==> src/verilog/scco_params.svh <==
// Timing, geometry and field constants for the speed compensated cam outputs.
// Assumes a 25 MHz system clock and a binary position from the shaft encoder.
// Functional notes
// Speed is measured continuously and switch points recomputed while running.
// Both switch-on and switch-off edges move earlier by the lead; in reverse the code moves them later.
// The lead is computed identically for either direction of rotation.
// The lead is strictly proportional to speed, no non-linear term.
// Lead in degrees equals delay seconds times rpm times 360 over 60.
// Each output has its own fixed delay; zero delay means no compensation.
// An output is active while position lies between a cam's on and off points.
// Delays are set in 100 us units, separately for on and off edges.
// Compensated points wrap modulo one revolution before comparison.
`ifndef SCCO_PARAMS_SVH
`define SCCO_PARAMS_SVH
`define SCCO_CLK_HZ        25000000
`define SCCO_POS_W         12
`define SCCO_POS_RANGE     12'hfff
`define SCCO_N_OUT         4
`define SCCO_N_CAM         2
`define SCCO_DLY_W         10
`define SCCO_DLY_UNIT_US   100
// A short window keeps the speed fresh; its resolution is one code per window.
`define SCCO_SPD_WIN_US    500
`define SCCO_SPD_WIN_CYC   (`SCCO_CLK_HZ / 1000000 * `SCCO_SPD_WIN_US)
`define SCCO_WIN_W         18
`define SCCO_SPD_W         12
`define SCCO_LEAD_DEN      (`SCCO_SPD_WIN_US / `SCCO_DLY_UNIT_US)
`define SCCO_LEAD_W        24
`endif

==> src/verilog/scco_pkg.sv <==
// Types shared by the speed compensated cam output block.
// Assumes scco_params.svh sets the widths.
`include "scco_params.svh"
package scco_pkg;
   typedef logic [`SCCO_POS_W-1:0] scco_pos_t;
   typedef logic [`SCCO_DLY_W-1:0] scco_dly_t;
   typedef logic [`SCCO_SPD_W-1:0] scco_spd_t;
endpackage

==> src/verilog/scco_cam_if.sv <==
// Carrier between the top and one cam comparator: present position and
// the compensated switch points of one cam.
// Assumes both ends run on the same clock.
`timescale 1ns/10ps
interface scco_cam_if;
   import scco_pkg::*;
   scco_pos_t pos;
   scco_pos_t on_pt;
   scco_pos_t off_pt;
   logic      hit;
   modport top (output pos, output on_pt, output off_pt, input hit);
   modport cmp (input pos, input on_pt, input off_pt, output hit);
endinterface

==> src/verilog/scco_cam_cmp.sv <==
// One cam window comparator with wrap-around of the window across zero.
// Assumes points already reduced into one revolution.
`timescale 1ns/10ps
module scco_cam_cmp
   import scco_pkg::*;
(
   input  wire logic clk_i,
   input  wire logic rst_i,
   scco_cam_if.cmp   cam
);
   logic hit_reg;

   // A window whose off point lies below its on point spans the zero crossing.
   always_ff @(posedge clk_i) begin
      if (rst_i) begin
         hit_reg <= 1'b0;
      end else if (cam.on_pt <= cam.off_pt) begin
         hit_reg <= (cam.pos >= cam.on_pt) && (cam.pos < cam.off_pt);
      end else begin
         hit_reg <= (cam.pos >= cam.on_pt) || (cam.pos < cam.off_pt);
      end
   end
   assign cam.hit = hit_reg;
endmodule

==> src/verilog/scco_top.sv <==
// Speed compensated cam outputs: measures shaft speed, moves each cam edge down in position
// by the angle travelled during its output's delay (earlier turning forward, later in reverse) and drives the outputs.
// Assumes position arrives from an asynchronous encoder interface, cam tables
// and delays are quasi-static inputs, and one revolution spans the full
// position code range.
`timescale 1ns/10ps
`include "scco_params.svh"
module scco_top
   import scco_pkg::*;
(
   input  wire logic                                       clk_i,
   input  wire logic                                       rst_i,
   input  wire logic [`SCCO_POS_W-1:0]                     pos_i,
   input  wire logic [`SCCO_N_OUT*`SCCO_N_CAM*`SCCO_POS_W-1:0] cam_on_i,
   input  wire logic [`SCCO_N_OUT*`SCCO_N_CAM*`SCCO_POS_W-1:0] cam_off_i,
   input  wire logic [`SCCO_N_OUT*`SCCO_DLY_W-1:0]         dly_on_i,
   input  wire logic [`SCCO_N_OUT*`SCCO_DLY_W-1:0]         dly_off_i,
   output logic      [`SCCO_SPD_W-1:0]                     speed_o,
   output logic      [`SCCO_N_OUT-1:0]                     out_o
);
   scco_pos_t                 pos_s1_reg;
   scco_pos_t                 pos_s2_reg;
   scco_pos_t                 pos_s3_reg;
   scco_pos_t                 pos_reg;
   scco_pos_t                 win_start_reg;
   logic [`SCCO_WIN_W-1:0]    win_cnt_reg;
   scco_spd_t                 speed_reg;
   scco_pos_t                 delta_fwd;
   scco_pos_t                 delta_rev;
   logic                      win_end;
   logic [`SCCO_N_OUT-1:0]    out_reg;
   logic [`SCCO_N_OUT*`SCCO_N_CAM-1:0] hit_all;

   // Three-stage synchroniser; a new position counts once stages two and three agree.
   always_ff @(posedge clk_i) begin
      if (rst_i) begin
         pos_s1_reg <= '0;
         pos_s2_reg <= '0;
         pos_s3_reg <= '0;
      end else begin
         pos_s1_reg <= pos_i;
         pos_s2_reg <= pos_s1_reg;
         pos_s3_reg <= pos_s2_reg;
      end
   end

   always_ff @(posedge clk_i) begin
      if (rst_i) begin
         pos_reg <= '0;
      end else if (pos_s2_reg == pos_s3_reg) begin
         pos_reg <= pos_s3_reg;
      end
   end

   // Speed is position codes travelled per measuring window, magnitude only,
   // so the lead does not depend on the direction of rotation.
   assign win_end   = (win_cnt_reg == `SCCO_WIN_W'(`SCCO_SPD_WIN_CYC - 1));
   assign delta_fwd = pos_reg - win_start_reg;
   assign delta_rev = win_start_reg - pos_reg;

   always_ff @(posedge clk_i) begin
      if (rst_i) begin
         win_cnt_reg <= '0;
      end else if (win_end) begin
         win_cnt_reg <= '0;
      end else begin
         win_cnt_reg <= win_cnt_reg + `SCCO_WIN_W'(1);
      end
   end

   always_ff @(posedge clk_i) begin
      if (rst_i) begin
         win_start_reg <= '0;
         speed_reg     <= '0;
      end else if (win_end) begin
         win_start_reg <= pos_reg;
         // The shorter way round is taken as the motion, limiting speed to half a turn per window.
         speed_reg     <= (delta_fwd[`SCCO_POS_W-1]) ? delta_rev : delta_fwd;
      end
   end
   assign speed_o = speed_reg;

   // Lead in codes = delay units * codes per window * unit / window length.
   // This is the travelled angle during the delay, linear in speed.
   function automatic scco_pos_t lead_of(input scco_dly_t dly, input scco_spd_t spd);
      logic [`SCCO_LEAD_W-1:0] prod;
      prod = `SCCO_LEAD_W'(dly) * `SCCO_LEAD_W'(spd);
      return scco_pos_t'(prod / `SCCO_LEAD_W'(`SCCO_LEAD_DEN));
   endfunction

   genvar go, gc;
   generate
      for (go = 0; go < `SCCO_N_OUT; go++) begin : g_out
         scco_pos_t lead_on_reg;
         scco_pos_t lead_off_reg;
         logic      out_bit_reg;
         // Leads follow every new speed value while the outputs keep switching.
         always_ff @(posedge clk_i) begin
            if (rst_i) begin
               lead_on_reg  <= '0;
               lead_off_reg <= '0;
            end else begin
               lead_on_reg  <= lead_of(dly_on_i[go*`SCCO_DLY_W +: `SCCO_DLY_W], speed_reg);
               lead_off_reg <= lead_of(dly_off_i[go*`SCCO_DLY_W +: `SCCO_DLY_W], speed_reg);
            end
         end
         for (gc = 0; gc < `SCCO_N_CAM; gc++) begin : g_cam
            localparam int IDX = go*`SCCO_N_CAM + gc;
            scco_cam_if cam_bus ();
            assign cam_bus.pos    = pos_reg;
            // Subtraction in the position width wraps modulo one revolution.
            assign cam_bus.on_pt  = cam_on_i[IDX*`SCCO_POS_W +: `SCCO_POS_W] - lead_on_reg;
            assign cam_bus.off_pt = cam_off_i[IDX*`SCCO_POS_W +: `SCCO_POS_W] - lead_off_reg;
            assign hit_all[IDX]   = cam_bus.hit;
            scco_cam_cmp u_cmp (
               .clk_i (clk_i),
               .rst_i (rst_i),
               .cam   (cam_bus)
            );
         end
         always_ff @(posedge clk_i) begin
            if (rst_i) begin
               out_bit_reg <= 1'b0;
            end else begin
               out_bit_reg <= |hit_all[go*`SCCO_N_CAM +: `SCCO_N_CAM];
            end
         end
         assign out_reg[go] = out_bit_reg;

      end
   endgenerate
   assign out_o = out_reg;
endmodule

==> config.mk <==
export PLATFORM = sky130hd
export DESIGN_NAME = scco_top
export DESIGN_NICKNAME = d
export VERILOG_FILES = /design/src/verilog/scco_pkg.sv /design/src/verilog/scco_cam_if.sv /design/src/verilog/scco_cam_cmp.sv /design/src/verilog/scco_top.sv
export VERILOG_INCLUDE_DIRS = /design/src /design/src/verilog
export SDC_FILE = /design/constraint.sdc
export NUM_CORES = 2
export LEC_CHECK = 0
export ABC_CLOCK_PERIOD_IN_PS = 15500
export BUFFER_PORTS_ARGS = -buffer_cell sky130_fd_sc_hd__buf_2
export CAP_MARGIN = 10
export CORE_MARGIN = 5
export CORE_UTILIZATION = 66
export DETAILED_ROUTE_END_ITERATION = 10
export GPL_ROUTABILITY_DRIVEN = 0
export HOLD_SLACK_MARGIN = 0.03
export PLACE_DENSITY = 0.85
export SYNTH_ARGS = -nofsm -noshare
export SYNTH_HDL_FRONTEND = slang
export SYNTH_HIERARCHICAL = 1
export SYNTH_SLANG_ARGS = --single-unit
==> constraint.sdc <==
create_clock -name clk_i -period 15.5 [get_ports clk_i]
set_input_delay 3.1 -clock clk_i [delete_from_list [all_inputs] [get_ports clk_i]]
set_output_delay 3.1 -clock clk_i [all_outputs]
set_load 0.03 [all_outputs]
# [Yosys cells after proc, flatten, opt, wreduce, memory -nomap -nowiden]
# Index checks and enable logic that the tools add are counted.
[word_totals] output_inout_bits=16 word_cells=118 reg_bits=198
[classes] reduce_logical=21 multipliers=8 n_eq_ne=2 n_mux=9 add_sub_neg=19 n_div=8 n_lt_le_gt_ge=24
[ops] op="12-bit subtractor" n=18
[ops] op="22-bit by 3-bit divider with 24-bit output (second input constant)" n=8
[ops] op="10-bit by 12-bit multiplier with 22-bit output" n=8
[ops] op="12-bit greater-or-equal comparator" n=8
[ops] op="12-bit less-or-equal comparator" n=8
[ops] op="12-bit < comparator" n=8
[ops] op="18-bit by 1-bit adder with 18-bit output (second input constant)" n=1
[ops] op="18-bit by 14-bit == test with 1-bit output (second input constant)" n=1
[ops] op="12-bit == test" n=1
[ops] op="12-bit two-way mux" n=1
[ops] op="2-bit OR reduction" n=5
[ops] op="1-bit logical AND" n=8
[ops] op="1-bit logical OR" n=8
[ops] op="1-bit two-way mux" n=8

# [Depth between registers and ports, before layout]
[logic_depth] word_depth=4 ltp_mapped=54 depth_no_buf=44

# [By module]
# Netlist, hierarchy kept.
[modules_own_cells] mod="scco_top" n_inst=1 area_each_um2=66528.8 cells_each=8653
[modules_own_cells] mod="scco_cam_cmp" n_inst=8 area_each_um2=880.8 cells_each=114

# [Least setup slack after synthesis]
# Ideal clock, no wire load.
[synth_timing] path_kind="in2reg" start="input dly_off_i[33]" end="register g_out[3].lead_off_reg[0]" arrival_ps=14414 setup_ps=92 path_slack_ps=994 stages=45 path_cell_list="clkbuf_1 > nand2_1 > fa_1 > inv_1 > fa_1 > inv_1 > fa_1 > inv_1 > fa_1 > inv_1 > fa_1 > inv_1 > ha_1 > or3_1 > nand2b_1 > o21a_1 > a21bo_2 > a31oi_1 > (+9 left out) > buf_2 > o31ai_4 > o32ai_1 > a2111o_1 > a211o_1 > nand2_2 > mux2_2 > or4_4 > a32o_1 > a221o_1 > buf_6 > a211o_1 > a32oi_2 > and4b_1 > or4b_1 > o21a_1 > o31a_1 > o32ai_1"
[synth_via] elab_chain_len=2
[synth_rtl] item="from (decl)" line_no="scco_top.sv:17" rtl="input wire logic [`SCCO_N_OUT*`SCCO_DLY_W-1:0] dly_off_i,"
[synth_rtl] item="10-bit by 12-bit multiplier with 22-bit output (no line)"
[synth_rtl] item="22-bit by 3-bit divider with 24-bit output" line_no="scco_top.sv:88" rtl="return scco_pos_t'(prod / `SCCO_LEAD_W'(`SCCO_LEAD_DEN));"
[synth_rtl] item="to (signal assigned)" line_no="scco_top.sv:104" rtl="lead_off_reg <= lead_of(dly_off_i[go*`SCCO_DLY_W +: `SCCO_DLY_W], speed_reg);"
[synth_rtl] item="to (decl)" line_no="scco_top.sv:95" rtl="scco_pos_t lead_off_reg;"
# No other way between the ends.
# A chain may end at the register's enable or synchronous reset.

# [Worst setup path in the final report]
[layout_timing] start="input dly_on_i[3]" end="register g_out[0].lead_on_reg[0]"
[layout_via] elab_chain_len=2
[layout_rtl] item="from (decl)" line_no="scco_top.sv:16" rtl="input wire logic [`SCCO_N_OUT*`SCCO_DLY_W-1:0] dly_on_i,"
[layout_rtl] item="10-bit by 12-bit multiplier with 22-bit output (no line)"
[layout_rtl] item="22-bit by 3-bit divider with 24-bit output" line_no="scco_top.sv:88"
[layout_rtl] item="to (signal assigned)" line_no="scco_top.sv:103" rtl="lead_on_reg <= lead_of(dly_on_i[go*`SCCO_DLY_W +: `SCCO_DLY_W], speed_reg);"
[layout_rtl] item="to (decl)" line_no="scco_top.sv:94" rtl="scco_pos_t lead_on_reg;"
# No other way between the ends.

==> run_results.csv <==
group,metric,value,unit
worst_setup_path,worstReg2RegStart,"speed_o[7]",
sta,min_period,15.09,ns
floorplanning,die_width,343.9,µm
logic_synthesis,synth_nets,11430,
cts,tritoncts_num_sinks,198,
cts,cts_buffers,17,
finish,drive_gt1_frac,0.07809,
grt,grtUsageTotal,0.3442,
sta,finalHoldViolations,0,
logic_synthesis,ys_async_sr_fraction,0,
power,netSwitchingPower,565.9,µW
grt,grt_pass1_wl,343.8,mm
sta,setup_viol,0,
detailed_routing,antenna_left,0,
flow_run,maxCapViolCount,0,
hold_path,min_from,"pos_s1_reg[8]",
worst_setup_path,slowest_delay,0.57,ns
power,swShare,0.3772,
status,status,"complete, no violations",
grt,grt_pass1_vias,70940,
worst_setup_path,critPathKind,"input port to register",
place,place_ws,-0.06110,ns
sta,slew_viol_final,0,
power,peakVddDrop,0.05556,mV
logic_synthesis,synth_area_per_cell,7.692,µm²
sta,rsz0062_at_grt,"yes",
floorplanning,core-area,110700,µm²
power,combPwrFrac,0.340,
floorplanning,placementRows,122,
place,portBuffers,301,
power,clockPowerShare,0.312,
detailed_routing,dr.pass1.iters,10,
floorplanning,dieArea,118300,µm²
logic_synthesis,ys.warnings.count,6,
worst_setup_path,cp-start-kind,"input port",
logic_synthesis,ys_seq_area_frac,0.05387,
detailed_routing,wl_met1,82.12,mm
power,cellPowerDensity,19.39,nW/µm²
sta,fmax,0.06627,GHz
worst_setup_path,crit_slowest_cell,"or4_1",
worst_setup_path,crit_required,15.86,ns
logic_synthesis,synth_top_flop_cell,"dfxtp_1",
detailed_routing,num_vias,72830,
cts,cts_buffer_depth,2,
logic_synthesis,syn_inst,9565,
detailed_routing,viasPerCell,6.547,
power,total_power,1500,µW
logic_synthesis,synth_compound_area_frac,0.2322,
finish,final_net_count,11440,
sta,tightest_slew,1.235,ns
sta,slew_headroom,0.1710,
worst_setup_path,endpoint_kind,"register",
detailed_routing,met3_length,20.57,mm
detailed_routing,route.met2.wl,98.32,mm
logic_synthesis,yosys.area_share.adder,0.3363,
hold_path,hold_class,"register to register",
detailed_routing,initialDrtViolationCount,8212,
sta,hold_ws,0.4621,ns
cts,hold_buffers,0,
logic_synthesis,synth_xor_area_frac,0.06311,
finish,synthToLayoutAreaGrowth,5.149,%
logic_synthesis,synth.area.mux_share,0.01774,
floorplanning,ios,302,
power,p_int,934.3,µW
detailed_routing,wl_per_cell,19.01,µm
detailed_routing,drt-total-wl,211.5,mm
floorplanning,die_h,343.9,µm
worst_setup_path,r2r_end,"g_out[0].lead_on_reg[0]",
detailed_routing,drcViolationCount,0,
worst_setup_path,crit_path_start,"dly_on_i[3]",
finish,layout_commonest_cell,"inv_1",
grt,grt_max_degree,133,
cts,clock-root-buffer,"clkbuf_16",
logic_synthesis,synth_cell_types,130,
worst_setup_path,rr_worst_depth,46,
detailed_routing,highest_layer,"met5",
finish,mostFrequentLayoutCells,"inv_1, nand2_1, ha_1",
cts,clk_latency,0.51,ns
finish,fin_util,0.6991,
sta,fin_crit_sh,0.9735,
power,p_seq_frac,0.348,
logic_synthesis,synth_top_family_by_area,"adder cells",
worst_setup_path,arrival,15.45,ns
sta,finalClockSkew,0.02523,ns
hold_path,holdPathEnd,"pos_s2_reg[8]",
place,hpwl,163.1,mm
grt,antenna_found_initial,47,
logic_synthesis,synthSimpleGateAreaFrac,0.2197,
logic_synthesis,syn_area,73580,µm²
logic_synthesis,yosys_register_bits,198,
grt,grt-ovfl-total,0,
floorplanning,start_util,0.6648,
cts,tritoncts,"built",
hold_path,holdPathStages,1,
sta,setup_ws,0.4108,ns
worst_setup_path,path_max_fanout,22,
worst_setup_path,reg2reg_slack,1.70,ns
logic_synthesis,synth_enable_flop_cells,0,
cts,clk_pin_slew,0.08,ns
cts,ctsHtreeMaxLevel,4,
power,p_leak,0.03856,µW
## cells in the mapped netlist, types with 32 or more instances
cell type | number | area, µm²
nand2_1 | 980 | 3679
mux2i_1 | 93 | 930.9
o21a_1 | 75 | 563.0
nor2b_1 | 123 | 769.5
buf_2 | 51 | 255.2
nand3_1 | 236 | 1181
fa_1 | 642 | 12850
xnor2_1 | 287 | 2514
a221oi_1 | 44 | 385.4
nor4_1 | 58 | 362.9
o21ai_0 | 362 | 1812
o211ai_1 | 125 | 938.4
a211o_1 | 49 | 429.2
xor2_1 | 228 | 1997
clkbuf_1 | 409 | 1535
a31oi_1 | 109 | 681.9
and2_1 | 559 | 3497
ha_1 | 935 | 11700
o22ai_1 | 35 | 219.0
or3_1 | 62 | 387.9
and3_1 | 66 | 412.9
o21bai_1 | 35 | 262.8
a2111oi_0 | 40 | 350.3
a21oi_1 | 503 | 2517
nand2b_1 | 105 | 656.9
inv_1 | 987 | 3705
or2_2 | 32 | 200.2
dfxtp_1 | 198 | 3964
o221ai_1 | 32 | 280.3
o31ai_1 | 57 | 427.9
nor3_1 | 228 | 1141
nor2_1 | 546 | 2049
nand4_1 | 91 | 569.3
a21o_1 | 324 | 2432
a211oi_1 | 106 | 795.8
## power groups by stage
stage | Sequential, µW | Clock [µW] | Combinational, µW
2_1_floorplan | 535 | 0 | 337
3_3_place_gp | 534 | 0 | 464
3_5_place_dp | 534 | 0 | 494
4_1_cts | 522 | 471 | 500
5_1_grt | 523 | 489 | 562
6_report | 522 | 467 | 511
## how the worst max path moves through the flow
stage | endpoint | slack [ns] | cells past startpoint
final | g_out[0].lead_on_reg[0] | 0.41 | 46
after global routing | g_out[0].lead_on_reg[0] | -0.09 | 46
after CTS | g_out[1].lead_off_reg[0] | 0.47 | 41
after detailed placement | g_out[1].lead_off_reg[0] | -0.06 | 41
after global placement | g_out[1].lead_off_reg[0] | 0.15 | 44
after floorplan | g_out[3].lead_off_reg[0] | 0.99 | 45
## metrics by stage
stage / instances / area (µm²) / setup TNS, ns
2_1_floorplan: 9565 / 73580 / 0
3_3_place_gp: 11040 / 76330 / 0
3_5_place_dp: 11040 / 76330 / -0.06711
6_report: 11130 / 77360 / 0
4_1_cts: 11070 / 76920 / 0
5_1_grt: 11100 / 77310 / -0.09348
## metal layers
metal	GRT usage	up-vias
met4	0.1581	16
met1	0.4328	34530
met5	0	-
li1	-	33660
met3	0.06367	731
met2	0.5762	3894
## critical path: cells and delay by family
kind	cells	cell delay, ns
AOI/OAI and AO/OA	24	5.89
buffers and inverters	7	0.76
and+or+nand+nor	8	2.33
adders and majority gates	7	3.35
## final cells by class
type / count / area [µm²]
Clock buffer: 18 / 429.2
Timing Repair Buffer: 478 / 2858
Clock inverter: 14 / 156.4
Inverter: 989 / 3712
Sequential cell: 198 / 4009
Multi-Input combinational cell: 7894 / 64220
Fill cell: 8745 / 33300
Antenna cell: 46 / 115.1
Tap cell: 1488 / 1862
## cell families (layout without fill, tap and decap cells)
| kind of cell | after synthesis | in the layout |
|---|---|---|
| AO/OA/AOI/OAI | 2411 | 2412 |
| other | 0 | 46 |
| adder cells (fa/ha/maj) | 1596 | 1596 |
| buffers and inverters | 1474 | 1499 |
| multiplexers | 122 | 122 |
| XOR/XNOR | 522 | 522 |
| flip-flops | 198 | 198 |
| AND/OR/NAND/NOR | 3242 | 3242 |
## timing repair
item | CTS | global route
buffers inserted | 0 | 6
resized for setup | 0 | 63
setup endpoints to repair | 0 | 18
(Power assumes the default switching activity.)
